<file path="config.mk">
export PLATFORM = sky130hd
export DESIGN_NAME = ppt_ports
export DESIGN_NICKNAME = d
export VERILOG_FILES = /design/src/hw/ppt_sync.v /design/src/hw/ppt_ports.v
export VERILOG_INCLUDE_DIRS = /design/src /design/src/hw
export SDC_FILE = /design/constraint.sdc
export NUM_CORES = 1
export LEC_CHECK = 0
export ABC_AREA = 1
export BUFFER_PORTS_ARGS = -buffer_cell sky130_fd_sc_hd__buf_2
export CORE_MARGIN = 10
export CORE_UTILIZATION = 49
export DETAILED_ROUTE_END_ITERATION = 16
export PLACE_DENSITY = 0.75
export SYNTH_ARGS = -nofsm -noshare
export SYNTH_HDL_FRONTEND = slang
export SYNTH_SLANG_ARGS = --single-unit
export TNS_END_PERCENT = 10
</file>
<file path="constraint.sdc">
create_clock -name core_clk -period 2.1 [get_ports core_clk]
set_input_delay 0.525 -clock core_clk [delete_from_list [all_inputs] [get_ports core_clk]]
set_output_delay 0.525 -clock core_clk [all_outputs]
set_load 0.05 [all_outputs]
</file>
<file path="src/hw/ppt_regs.vh">
/*
  Register offsets, reset values and mode codes of the three parallel ports.
  Assumes it is included by bare name by every design file that needs it.
*/
`ifndef PPT_REGS_VH
`define PPT_REGS_VH

// ==========================================================================
// Register offsets
`define PPT_OFS_A_DATA 8'h00
`define PPT_OFS_A_DIR 8'h01
`define PPT_OFS_B_DIR 8'h02
`define PPT_OFS_B_DATA 8'h04
`define PPT_OFS_C_DATA 8'h06
`define PPT_OFS_C_DIR 8'h07

// ==========================================================================
// Reset values and constants
`define PPT_DIR_RESET 8'h00
`define PPT_ZERO8 8'h00
`define PPT_ONES8 8'hff

// ==========================================================================
// Operating mode codes
`define PPT_MODE_SINGLE 2'h0
`define PPT_MODE_EXPANDED 2'h1
`define PPT_MODE_BOOT 2'h2
`define PPT_MODE_TEST 2'h3

// ==========================================================================
// Input synchroniser depth
`define PPT_SYNC_STAGES 3

`endif

</file>
<file path="src/hw/ppt_sync.v">
/*
  Three-flop synchroniser with agreement filter for a bundle of pin inputs.
  Assumes pins are asynchronous to core_clk; output follows a change once
  the second and third stages agree.
*/
`include "ppt_regs.vh"

module ppt_sync #(
  parameter WIDTH = 8
) (
  // Clock and reset
  input wire core_clk,
  input wire sys_rst,
  // Pins in, filtered level out
  input wire [WIDTH-1:0] pin_in,
  output reg [WIDTH-1:0] level
);

  reg [WIDTH-1:0] stage1;
  reg [WIDTH-1:0] stage2;
  reg [WIDTH-1:0] stage3;

  // ==========================================================================
  // Sync chain; stage1 feeds only stage2
  always @(posedge core_clk) begin
    if (sys_rst) begin
      stage1 <= {WIDTH{1'b0}};
      stage2 <= {WIDTH{1'b0}};
      stage3 <= {WIDTH{1'b0}};
      level <= {WIDTH{1'b0}};
    end else begin
      stage1 <= pin_in;
      stage2 <= stage1;
      stage3 <= stage2;
      // Take bits where stages two and three agree
      level <= (stage2 & stage3) | (level & (stage2 | stage3));
    end
  end

endmodule

</file>
<file path="src/hw/ppt_ports.v">
/*
  Parallel ports A, B and C: data latches, direction registers, timer
  alternate functions on port A, and address/data bus takeover of ports
  B and C in expanded and test modes.
  Assumes the mode comes from the mode-select logic and the timer enables and
  values come from the timer block; all on core_clk. Pin wires are resolved
  outside from the output enables.
*/
// The plain strobed port was decided locally.
//
// Contract
// RL1: Port A has eight two-way lines, each steered by one latch bit and one direction bit.
// RL2: After reset every port A line is an input with its driver off.
// RL3: Port A latch is always readable and writable, untouched by reset, and ignored by pins in alternate use.
// RL4: A direction bit of one makes the pin an output, zero an input, and direction resets to zero.
// RL5: Port A bits carry captures 3,2,1, then compare 5/1 or capture 4, compares 4..2 with 1, and pulse input with 1.
// RL6: In expanded or test mode port B drives address bits 8 to 15 and its registers leave the map.
// RL7: In single chip or bootstrap mode port B comes out of reset as high-impedance inputs.
// RL8: In expanded or test mode port C is the two-way data bus and its registers leave the map.
// RL9: In single chip or bootstrap mode port C comes out of reset as high-impedance inputs.
// RL10: Port B and C latches are readable and writable while mapped and untouched by reset.
// RL11: Latch contents are undefined after reset and pin state at reset depends only on mode.
// RL12: Address and data use separate pin groups so both work at once in expanded mode.
// RL13: A data read returns the pin level for input bits and the latch for output bits.
`include "ppt_regs.vh"

module ppt_ports #(
  parameter WIDTH = 8
) (
  // Clock and reset
  input wire core_clk,
  input wire sys_rst,
  // Register port
  input wire [7:0] reg_addr,
  input wire [7:0] reg_wdata,
  input wire reg_wr,
  input wire reg_rd,
  output reg [7:0] reg_rdata,
  // Operating mode
  input wire [1:0] op_mode,
  // Timer alternate functions on port A
  input wire [7:0] timer_out_en,
  input wire [7:0] timer_out_val,
  output reg [7:0] timer_in,
  // External bus in expanded mode
  input wire [7:0] bus_addr_high,
  input wire [7:0] bus_wdata,
  input wire bus_drive,
  output reg [7:0] bus_rdata,
  // Port A pins
  input wire [WIDTH-1:0] first_pin_in,
  output reg [WIDTH-1:0] first_pin_out,
  output reg [WIDTH-1:0] first_pin_oe,
  // Port B pins
  input wire [WIDTH-1:0] second_pin_in,
  output reg [WIDTH-1:0] second_pin_out,
  output reg [WIDTH-1:0] second_pin_oe,
  // Port C pins
  input wire [WIDTH-1:0] third_pin_in,
  output reg [WIDTH-1:0] third_pin_out,
  output reg [WIDTH-1:0] third_pin_oe
);

  // Latches have no reset; direction registers do
  reg [WIDTH-1:0] first_port_latch;
  reg [WIDTH-1:0] first_port_direction;
  reg [WIDTH-1:0] second_port_latch;
  reg [WIDTH-1:0] second_port_direction;
  reg [WIDTH-1:0] third_port_latch;
  reg [WIDTH-1:0] third_port_direction;
  wire [WIDTH-1:0] first_level;
  wire [WIDTH-1:0] second_level;
  wire [WIDTH-1:0] third_level;
  reg bus_mode;
  reg [7:0] next_rdata;
  reg [WIDTH-1:0] next_first_out;
  reg [WIDTH-1:0] next_first_oe;

  // Pin level for inputs, latch for outputs
  function [WIDTH-1:0] ppt_read_mix;
    input [WIDTH-1:0] dir;
    input [WIDTH-1:0] latch;
    input [WIDTH-1:0] level;
    begin
      ppt_read_mix = (dir & latch) | (~dir & level);
    end
  endfunction

  // Expanded or test mode takes over ports B and C
  function ppt_is_bus;
    input [1:0] mode;
    begin
      ppt_is_bus = (mode == `PPT_MODE_EXPANDED) || (mode == `PPT_MODE_TEST);
    end
  endfunction

  // ==========================================================================
  // Input synchronisers
  ppt_sync #(.WIDTH(WIDTH)) u_sync_a (
    .core_clk(core_clk),
    .sys_rst(sys_rst),
    .pin_in(first_pin_in),
    .level(first_level)
  );

  ppt_sync #(.WIDTH(WIDTH)) u_sync_b (
    .core_clk(core_clk),
    .sys_rst(sys_rst),
    .pin_in(second_pin_in),
    .level(second_level)
  );

  ppt_sync #(.WIDTH(WIDTH)) u_sync_c (
    .core_clk(core_clk),
    .sys_rst(sys_rst),
    .pin_in(third_pin_in),
    .level(third_level)
  );

  // ==========================================================================
  // Mode decode, registered
  always @(posedge core_clk) begin
    if (sys_rst) begin
      bus_mode <= 1'b0;
    end else begin
      bus_mode <= ppt_is_bus(op_mode);
    end
  end

  // ==========================================================================
  // Data latches: A written any time, B and C only outside bus mode; never reset
  always @(posedge core_clk) begin
    if (reg_wr && reg_addr == `PPT_OFS_A_DATA) begin
      first_port_latch <= reg_wdata[WIDTH-1:0]; // [RL3] [RL11]
    end
    if (reg_wr && !ppt_is_bus(op_mode) && reg_addr == `PPT_OFS_B_DATA) begin
      second_port_latch <= reg_wdata[WIDTH-1:0]; // [RL10] [RL6]
    end
    if (reg_wr && !ppt_is_bus(op_mode) && reg_addr == `PPT_OFS_C_DATA) begin
      third_port_latch <= reg_wdata[WIDTH-1:0]; // [RL10] [RL8]
    end
  end

  // ==========================================================================
  // Direction registers
  always @(posedge core_clk) begin
    if (sys_rst) begin
      first_port_direction <= `PPT_DIR_RESET; // [RL4] [RL2]
      second_port_direction <= `PPT_DIR_RESET; // [RL7]
      third_port_direction <= `PPT_DIR_RESET; // [RL9]
    end else if (reg_wr) begin
      case (reg_addr)
        `PPT_OFS_A_DIR: begin
          first_port_direction <= reg_wdata[WIDTH-1:0]; // [RL1]
        end
        `PPT_OFS_B_DIR: begin
          if (!ppt_is_bus(op_mode)) begin
            second_port_direction <= reg_wdata[WIDTH-1:0]; // [RL6]
          end
        end
        `PPT_OFS_C_DIR: begin
          if (!ppt_is_bus(op_mode)) begin
            third_port_direction <= reg_wdata[WIDTH-1:0]; // [RL8]
          end
        end
        default: begin
        end
      endcase
    end
  end

  // ==========================================================================
  // Read mux; unmapped offsets read zero
  always @* begin
    next_rdata = `PPT_ZERO8;
    case (reg_addr)
      `PPT_OFS_A_DATA: next_rdata = ppt_read_mix(first_port_direction,
        first_port_latch, first_level); // [RL13]
      `PPT_OFS_A_DIR: next_rdata = first_port_direction;
      `PPT_OFS_B_DIR: next_rdata = ppt_is_bus(op_mode) ? `PPT_ZERO8 :
        second_port_direction; // [RL6]
      `PPT_OFS_B_DATA: next_rdata = ppt_is_bus(op_mode) ? `PPT_ZERO8 :
        ppt_read_mix(second_port_direction, second_port_latch, second_level);
      `PPT_OFS_C_DATA: next_rdata = ppt_is_bus(op_mode) ? `PPT_ZERO8 :
        ppt_read_mix(third_port_direction, third_port_latch, third_level);
      `PPT_OFS_C_DIR: next_rdata = ppt_is_bus(op_mode) ? `PPT_ZERO8 :
        third_port_direction; // [RL8]
      default: next_rdata = `PPT_ZERO8;
    endcase
  end

  // Read data one cycle after the strobe, zero otherwise
  always @(posedge core_clk) begin
    if (sys_rst) begin
      reg_rdata <= `PPT_ZERO8;
    end else begin
      reg_rdata <= reg_rd ? next_rdata : `PPT_ZERO8;
    end
  end

  // ==========================================================================
  // Port A pin drive: timer compare outputs override the latch
  always @* begin
    next_first_oe = first_port_direction | timer_out_en; // [RL5] [RL4]
    next_first_out = (timer_out_en & timer_out_val) |
      (~timer_out_en & first_port_latch); // [RL3]
  end

  // Registered pin outputs
  always @(posedge core_clk) begin
    if (sys_rst) begin
      first_pin_oe <= `PPT_ZERO8; // [RL2] [RL11]
      first_pin_out <= `PPT_ZERO8;
      second_pin_oe <= `PPT_ZERO8; // [RL7]
      second_pin_out <= `PPT_ZERO8;
      third_pin_oe <= `PPT_ZERO8; // [RL9]
      third_pin_out <= `PPT_ZERO8;
      timer_in <= `PPT_ZERO8;
      bus_rdata <= `PPT_ZERO8;
    end else begin
      first_pin_oe <= next_first_oe; // [RL1]
      first_pin_out <= next_first_out;
      // Capture and pulse inputs see the synchronised pin level
      timer_in <= first_level; // [RL5]
      if (bus_mode) begin
        // Address and data on separate pins, concurrently
        second_pin_oe <= `PPT_ONES8; // [RL6] [RL12]
        second_pin_out <= bus_addr_high;
        third_pin_oe <= bus_drive ? `PPT_ONES8 : `PPT_ZERO8; // [RL8] [RL12]
        third_pin_out <= bus_wdata;
      end else begin
        second_pin_oe <= second_port_direction; // [RL4]
        second_pin_out <= second_port_latch;
        third_pin_oe <= third_port_direction;
        third_pin_out <= third_port_latch;
      end
      bus_rdata <= third_level; // [RL8]
    end
  end

endmodule

</file>
==> results of run 1 <==
## how the worst max path moves through the flow
stage                                                       to  slack (ns)                     from
final                                              timer_in[4]        0.45   timer_in[4]$_SDFF_PP0_
after global routing                              reg_rdata[3]        0.43  reg_rdata[3]$_SDFF_PP0_
after CTS                                          timer_in[4]        0.45   timer_in[4]$_SDFF_PP0_
after detailed placement  third_port_direction[3]$_SDFFE_PP0P_        0.29              reg_addr[5]
after global placement    third_port_direction[2]$_SDFFE_PP0P_        0.32              reg_addr[5]
after floorplan                 second_port_latch[0]$_DFFE_PP_        0.09               op_mode[0]
## cell usage after synthesis
cell type / count / area (um2)
o21ai_1: 6 / 30.0
nor2_2: 4 / 25.0
nor3_1: 2 / 10.0
nand2_2: 3 / 18.8
nor2_1: 209 / 785
clkbuf_1: 9 / 33.8
buf_6: 2 / 22.5
nand3_4: 2 / 35.0
nor2_4: 2 / 22.5
inv_4: 1 / 6.26
buf_2: 16 / 80.1
a21oi_1: 80 / 400
nand3_2: 1 / 10.0
buf_4: 3 / 22.5
inv_1: 126 / 473
nor2_8: 1 / 20.0
nand2_1: 80 / 300
dfxtp_1: 193 / 3860
nor4_1: 1 / 6.26
a211oi_1: 1 / 7.51
clkbuf_2: 1 / 5.00
edfxtp_1: 24 / 721
inv_2: 4 / 15.0
o21ai_0: 76 / 380
nand3_1: 32 / 160
## logic make-up after synthesis
logic type	count (synthesis)	synth area share, %
AOI/OAI and AO/OA	163	11.0
buffers and inverters	162	8.83
DFF	217	61.5
and+or+nand+nor	337	18.7
## routing by layer
layer  vias up  share of wire (%)  track usage (%)
met4         4                2.5             4.62
met5         -               0.14                0
met2       189                 44             26.5
met3        34                8.7             4.92
li1       3053                  -                -
met1      2584                 44             22.1
## area by class of cell
class | count | area [um2]
Sequential cell | 217 | 4580
Multi-Input combinational cell | 500 | 2220
Inverter | 131 | 494
Fill cell | 1328 | 5790
Clock inverter | 9 | 100
Clock buffer | 33 | 727
Tap cell | 188 | 235
Timing Repair Buffer | 164 | 886
## per-stage QoR
stage	instances	utilization [%]
after floorplan	879	-
after global placement	1200	56.0
after detailed placement	1200	56.0
after CTS	1242	61.5
after global routing	1242	61.5
final	1242	61.5
## where the power goes
part           leakage (nW)  internal (W)  switching [W]
Clock                 0.416       0.00266        0.00161
Sequential             1.79       0.00429      0.0000308
Combinational          1.93      0.000160       0.000398
Total                  4.14       0.00711        0.00203
==> metrics.txt, run 1 <==
outcome finished, final reports clean; final setup margin 0.449 ns; Worst-Skew Late Latency 0.51 ns; commonest cells after routing, fill and taps aside nor2_1 (209), dfxtp_1 (193), buf_2 (148); Final Slew Violations 0; post-CTS sizing 0; Final nets approximately 1100; PortBufs roughly 150; initial antenna violation count 2; Fin Setup TNS 0 ns; PD cells 989 nW/um2; Crit path buffers/inverters 1; Fmax achieved 606 MHz; Row Count 45; Post-DP Area ~8400 um2; CTS Buf Count 23; Clock transition at path regs 0.06 ns; flop2flop setup slack 0.92 ns; Die Y 143 um; Ys Warns 0; Pre-antenna DRT Iters 5; worst-margin pin slew 0.491 ns; mean post-synth cell area 8.48 um2; Worst EP required 1.57 ns; Worst Min Path Start first_pin_in[5]; Critical Path Stages 1; P&R area growth vs syn 24.0%; DR vias 5864; CP Class register to output port; clk buf depth 3; FF+latch count, synth 217; Final Total Pwr 0.00914 W; period utilisation layout 78.6%; most common cell after layout, fill and taps aside nor2_1; Sink Count 217; Final min period 1.65 ns; first-pass GRT wire length 27900 um; Unique masters post-synth 25; hold endpoint u_sync_a.stage1[5]$_SDFF_PP0_; CP Launch Type register; R2R cell count 4; # setup viols final 0; Hold WC Path Type primary input to register; largest net degree at the start of global routing 115; minimum hold slack 0.220 ns; Hold Fails Final Rpt 0; CP Max Fanout 1; Place WS roughly 0.29 ns; design area 9240 um2; max-cap check violation count 0; GPL Wtd Cong 0.909; Congestion Overflow GR 0; Max VDD drop 0.666 mV; DP HPWL 12500 um; Diodes inserted 0; share of cells above drive strength 1 21.2%; clock skew approximately 0.010 ns; relative slew slack 67.2%; post-DR vias/cell 4.72; CTS Hold Bufs 0; CP top delay family flip-flops; Ports 151; Detailed Route WL between 15000 and 20000 um; worst hold stages 3; max incr delay on CP 0.35 ns; crit-path cells buf_2; Worst R2R Start bus_mode$_SDFF_PP0_; initial cell density of the core around 50%; Setup crit end kind output port; die area 20500 um2; vias in the first global route 5484; RSZ-0062 raised after global routing false; # DRC 0; WL/cell 14.4 um; total core area 15000 um2; Post-Syn Instances 879; TritonCTS clock tree done; syn nets 958; Routed Antenna Nets 0; CP Data Arrival Time about 1.1 ns; GRT Resource Usage Total 16.8%; Setup Buffers After CTS 0; Chip Width 143 um; DR iter-0 viols between 300 and 400; worst r2r dst third_pin_oe[0]$_SDFF_PP0_; Seq/Total Area, Yosys 61.5%; htree depth 1; Leakage 4.14 nW; Root Buffer clkbuf_16; Critical-path top delay cell dfxtp_1; cell area after technology mapping 7450 um2
Power figures use the tool's default switching activity.
==> run 2: changes to the inputs <==
--- a/config.mk
+++ b/config.mk
@@ -6,12 +6,12 @@
 export SDC_FILE = /design/constraint.sdc
 export NUM_CORES = 1
 export LEC_CHECK = 0
-export ABC_AREA = 1
+export ABC_AREA = 0
 export BUFFER_PORTS_ARGS = -buffer_cell sky130_fd_sc_hd__buf_2
 export CORE_MARGIN = 10
-export CORE_UTILIZATION = 49
+export CORE_UTILIZATION = 54
 export DETAILED_ROUTE_END_ITERATION = 16
-export PLACE_DENSITY = 0.75
+export PLACE_DENSITY = 0.79
 export SYNTH_ARGS = -nofsm -noshare
 export SYNTH_HDL_FRONTEND = slang
 export SYNTH_SLANG_ARGS = --single-unit
==> constraint.sdc (replaced) <==
create_clock -name core_clk -period 1.69 [get_ports core_clk]
set_input_delay 0.4225 -clock core_clk [delete_from_list [all_inputs] [get_ports core_clk]]
set_output_delay 0.4225 -clock core_clk [all_outputs]
set_load 0.05 [all_outputs]
==> run 2 against run 1 <==
  * Highest routed layer unchanged
  * Synthesized area is 3.5% lower
  * Sequential cell count stayed put
  * Utilization is 7.2 points higher
  * Critical endpoint is now second_port_direction[3]$_SDFFE_PP0P_
  * Largest power group unchanged
  * Global-route usage is 1.5 points higher
==> metrics.txt, run 2 <==
outcome finished, final reports clean; initial antenna violation count 3; share of cells above drive strength 1 between 20% and 30%; CP Class primary input to register; DR iter-0 viols 412; initial cell density of the core around 55%; ranking of synthesized cells by area dfxtp_1 (54%), edfxtp_1 (10%), nor2b_1 (8.2%); total core area 13100 um2; GPL Wtd Cong between 0.8 and 0.9; CTS Buf Count 21; most common cell after layout, fill and taps aside dfxtp_1; syn nets 741; post-DR vias/cell 5.16; max incr delay on CP between 0.3 and 0.4 ns; htree depth 1; Worst-Skew Late Latency 0.47 ns; P&R area growth vs syn 25.5%; Ports between 150 and 200; Root Buffer clkbuf_16; DP HPWL 12800 um; Pre-antenna DRT Iters 5; GRT Resource Usage Total between 15 and 20%; Sink Count 217; Max VDD drop 0.749 mV; cell area after technology mapping between 7000 and 8000 um2; placed insts 989; Worst EP required 2.01 ns; CTS Hold Bufs 0; CP Data Arrival Time approximately 1.9 ns; TritonCTS clock tree done; final core utilization roughly 70%; # DRC 0; period utilisation layout 91.0%; area leader, netlist dfxtp_1; FF+latch count, synth between 200 and 250; relative slew slack 57.6%; # setup viols final 0; PD cells 1160 nW/um2; Final nets 915; Setup Buffers After CTS 0; Congestion Overflow GR 0; vias in the first global route 5309; commonest cells after routing, fill and taps aside dfxtp_1 (193), buf_2 (148), nor2b_1 (93); WL/cell 17.1 um; Clock transition at path regs 0.06 ns; CP top delay family simple AND/OR/NAND/NOR gates; share of Yosys cell area claimed by the top area cell type 53.7%; largest net degree at the start of global routing 99; crit-path cells buf_2 -> nor4_4 -> nand3_2 -> nor3b_2 -> buf_4 -> mux2i_1 -> nor2_1; DR vias 5294; Hold Fails Final Rpt 0; top-count cell post-synth dfxtp_1; worst-margin pin slew 0.637 ns; Fin Setup TNS 0 ns; first-pass GRT wire length 27300 um; RSZ-0062 raised after global routing false; Detailed Route WL 17500 um; Post-DP Area about 8400 um2; max-cap check violation count 0; Layout Cells excl Fill 1025; Most used DFF post-synth dfxtp_1; Row Count 42; PortBufs about 150; Routed Antenna Nets 0; Chip Width 135 um; clk buf depth 3; Final Slew Violations 0; Critical-path top delay cell nor4_4; CP Max Fanout 8; Fmax achieved ~650 MHz; Multi-input gate area approximately 2500 um2; Unique masters post-synth 29; FFs w/ async S/R, synth 0%; Final Total Pwr approximately 0.011 W; Seq/Total Area, Yosys a little under two thirds; register area 4580 um2; number of synthesized flops with an enable pin 24; die area between 15000 and 20000 um2; filler instances 982; post-CTS sizing 0; Leakage between 3 and 4 nW; CP Launch Type primary input; Final min period 1.54 ns; Setup crit end kind register; synth cell count leaders dfxtp_1 (193), nor2b_1 (94), nor2_1 (82); clock skew 0.0106 ns; Die Y around 140 um; Hold WC Path Type primary input to register; Post-Syn Instances 662; Ys Warns 0; mean post-synth cell area 10.9 um2; Crit path buffers/inverters 2; design area around 9000 um2
==> run 2: routing by layer <==
| layer | track usage (%) | routed length [um] |
|---|---|---|
| met1 | 22.6 | 7410 |
| met2 | 30.1 | 8080 |
| met3 | 5.56 | 1590 |
| met4 | 5.68 | 423 |
| met5 | 0 | 30 |
==> run 2: area by class of cell <==
cell class                      count  share of cell area, %
Tap cell                          176                   2.44
Sequential cell                   217                   50.8
Antenna cell                        1                 0.0277
Inverter                            1                 0.0416
Clock inverter                      7                  0.970
Timing Repair Buffer              184                   11.8
Clock buffer                       28                   6.33
Multi-Input combinational cell    411                   27.6
==> run 2: report_power, final <==
| part | internal (W) | switching [W] | total, W |
|---|---|---|---|
| registers | 0.00533 | 0.0000400 | 0.00537 |
| clock network | 0.00267 | 0.00180 | 0.00447 |
| logic | 0.000226 | 0.000434 | 0.000659 |
| total | 0.00823 | 0.00227 | 0.0105 |
==> run 2: through the flow <==
stage | worst slack (ns) | hold WS, ns
global placement | -0.247 | 0.416
floorplan | -0.105 | 0.414
global route | 0.116 | 0.154
detailed placement | -0.368 | 0.425
CTS | 0.116 | 0.141
finish | 0.152 | 0.153
==> run 2: path summary, 6_finish.rpt <==
path | from | endpoint | slack (ns) | cells after the start
worst max-delay path | reg_addr[5] | second_port_direction[3]$_SDFFE_PP0P_ | 0.15 | 7
worst max register to register | second_port_direction[2]$_SDFFE_PP0P_ | reg_rdata[2]$_SDFF_PP0_ | 0.19 | 5
worst min register to register | u_sync_a.stage1[1]$_SDFF_PP0_ | u_sync_a.stage2[1]$_SDFF_PP0_ | 0.43 | 1
worst min-delay path | first_pin_in[0] | u_sync_a.stage1[0]$_SDFF_PP0_ | 0.15 | 2
==> run 2: cells by family after synthesis <==
logic type / count (synthesis) / synth area share [%]
AND/OR/NAND/NOR: 249 / 18.7
buffers and inverters: 34 / 1.91
AO/OA/AOI/OAI: 106 / 7.90
flip-flops: 217 / 63.7
multiplexers: 56 / 7.79
==> run 3: changes to the inputs <==
--- a/config.mk
+++ b/config.mk
@@ -12,6 +12,7 @@
 export CORE_UTILIZATION = 54
 export DETAILED_ROUTE_END_ITERATION = 16
 export PLACE_DENSITY = 0.79
+export REMOVE_ABC_BUFFERS = 1
 export SYNTH_ARGS = -nofsm -noshare
 export SYNTH_HDL_FRONTEND = slang
 export SYNTH_SLANG_ARGS = --single-unit
==> constraint.sdc (replaced) <==
create_clock -name core_clk -period 1.52 [get_ports core_clk]
set_input_delay 0.38 -clock core_clk [delete_from_list [all_inputs] [get_ports core_clk]]
set_output_delay 0.38 -clock core_clk [all_outputs]
set_load 0.05 [all_outputs]
==> run 3 against run 2 <==
  * Final cell count decreased by 0.29%
  * Via count decreased by 0.43%
  * Sequential cell count stayed put
  * Hold slack worse by 0.041 ns
  * Largest power group unchanged
  * Sequential share of layout area down 0.25 points
  * Die area stayed put
  * Wire length up 2.1%
  * Critical path type is now register to register
  * Register-to-register slack worse by 0.14 ns
  * Combinational power increased by 11%
  * Cell area rose by 0.53%
  * Highest routed layer is now met4
==> metrics.txt, run 3 (synthesized netlist as in run 2, its figures left out) <==
worst-margin pin slew 0.419 ns; Leakage between 3 and 4 nW; most common cell after layout, fill and taps aside dfxtp_1; minimum hold slack 0.113 ns; Root Buffer clkbuf_16; largest net degree at the start of global routing 97; relative slew slack a little under three quarters; Die Y 135 um; PD cells 1340 nW/um2; Chip Width 135 um; initial cell density of the core ~55%; DR iter-0 viols 321; GRT Resource Usage Total 18.8%; Fmax achieved 680 MHz; TritonCTS clock tree done; Max VDD drop 0.811 mV; period utilisation layout between 90 and 100%; total core area 13100 um2; # setup viols final 0; max incr delay on CP about 0.36 ns; CP Max Fanout 5; Final min period between 1 and 1.5 ns; vias in the first global route 5575; RSZ-0062 raised after global routing false; clock skew 0.00984 ns; Clock transition at path regs 0.06 ns; CP Launch Type register; crit-path cells nor4bb_1 -> a31oi_1 -> a21oi_1 -> o21ai_0 -> a31oi_1; Hold Fails Final Rpt 0; Crit path buffers/inverters 0; Worst-Skew Late Latency 0.48 ns; Setup crit end kind register; Post-DP Area around 8300 um2; htree depth 1; Routed Antenna Nets 0; Detailed Route WL 17900 um; Ports ~150; outcome finished, final reports clean; Critical-path top delay cell dfxtp_1; post-DR vias/cell 5.16; Sink Count between 200 and 250; die area about 18000 um2; CP top delay family compound AO/OA/AOI/OAI gates; P&R area growth vs syn 26.2%; PortBufs 149; commonest cells after routing, fill and taps aside dfxtp_1 (192), buf_2 (147), nor2b_1 (94); design area about 9100 um2; filler instances ~990; first-pass GRT wire length 27900 um; GPL Wtd Cong 0.830; crit-path most repeated cell a31oi_1; initial antenna violation count 0; CTS Buf Count 21; DP HPWL roughly 13000 um; CP Data Arrival Time between 1.5 and 2 ns; Pre-antenna DRT Iters 6; DR vias 5271; # DRC 0; CP Class register to register; Final nets 911; Hold WC Path Type primary input to register; Congestion Overflow GR 0; share of cells above drive strength 1 26.2%; clk buf depth 3; max-cap check violation count 0; Worst EP required roughly 1.9 ns; WL/cell 17.5 um; Row Count 42; Final Slew Violations 0
-- run 3: worst reg2reg max path: stages (launching register included) --
cell	delay, ns
dfxtp_1	0.36
nor4bb_1	0.28
a31oi_1	0.07
a21oi_1	0.33
o21ai_0	0.18
a31oi_1	0.17
-- run 3: final timing paths --
path / startpoint / to / slack, ns / cells after the start
worst min-delay path: second_pin_in[7] / u_sync_b.stage1[7]$_SDFF_PP0_ / 0.11 / 2
worst max-delay path: second_port_direction[2]$_SDFFE_PP0P_ / reg_rdata[2]$_SDFF_PP0_ / 0.05 / 5
worst min register to register: u_sync_b.stage1[1]$_SDFF_PP0_ / u_sync_b.stage2[1]$_SDFF_PP0_ / 0.43 / 1
worst max register to register: second_port_direction[2]$_SDFFE_PP0P_ / reg_rdata[2]$_SDFF_PP0_ / 0.05 / 5
-- run 3: area by class of cell --
cell class / count / area (um2) / area share [%]
Clock buffer: 27 / 579 / 6.38
Clock inverter: 9 / 149 / 1.64
Tap cell: 176 / 220 / 2.43
Inverter: 1 / 3.75 / 0.0414
Sequential cell: 217 / 4590 / 50.5
Antenna cell: 1 / 2.50 / 0.0276
Timing Repair Buffer: 180 / 1050 / 11.6
Multi-Input combinational cell: 411 / 2480 / 27.4
-- run 3: through the flow --
step / std cells / power [W] / setup TNS (ns) / worst slack [ns] / utilization, %
after floorplan: 629 / 0.00646 / -15.03 / -0.761 / -
after global placement: 985 / 0.00681 / -8.84 / -0.262 / 63.5
after detailed placement: 985 / 0.00684 / -11.79 / -0.406 / 63.5
after CTS: 1021 / 0.0122 / 0 / 0.0356 / 69.0
after global routing: 1021 / 0.0125 / 0 / 0.00318 / 69.1
final: 1022 / 0.0121 / 0 / 0.0498 / 69.1
-- run 3: timing repair --
action / CTS / global route
buffers inserted: 0 / 0
endpoints found under the setup margin: 0 / 2
resized for setup: 0 / 2
hold buffers: 0 / 0
-- run 3: per-layer routing --
layer / vias up / GRT usage (%) / share of wire, %
met5: - / 0 / 0
met4: 0 / 4.25 / 1.5
met3: 18 / 5.42 / 8.6
met2: 193 / 33.6 / 50
met1: 2497 / 21.5 / 40
li1: 2563 / - / -
-- run 3: power by group --
group	internal (W)	switching [W]	total, W
sequential	0.00592	0.0000514	0.00598
clock	0.00337	0.00204	0.00541
combinational	0.000254	0.000479	0.000733
total	0.00955	0.00257	0.0121
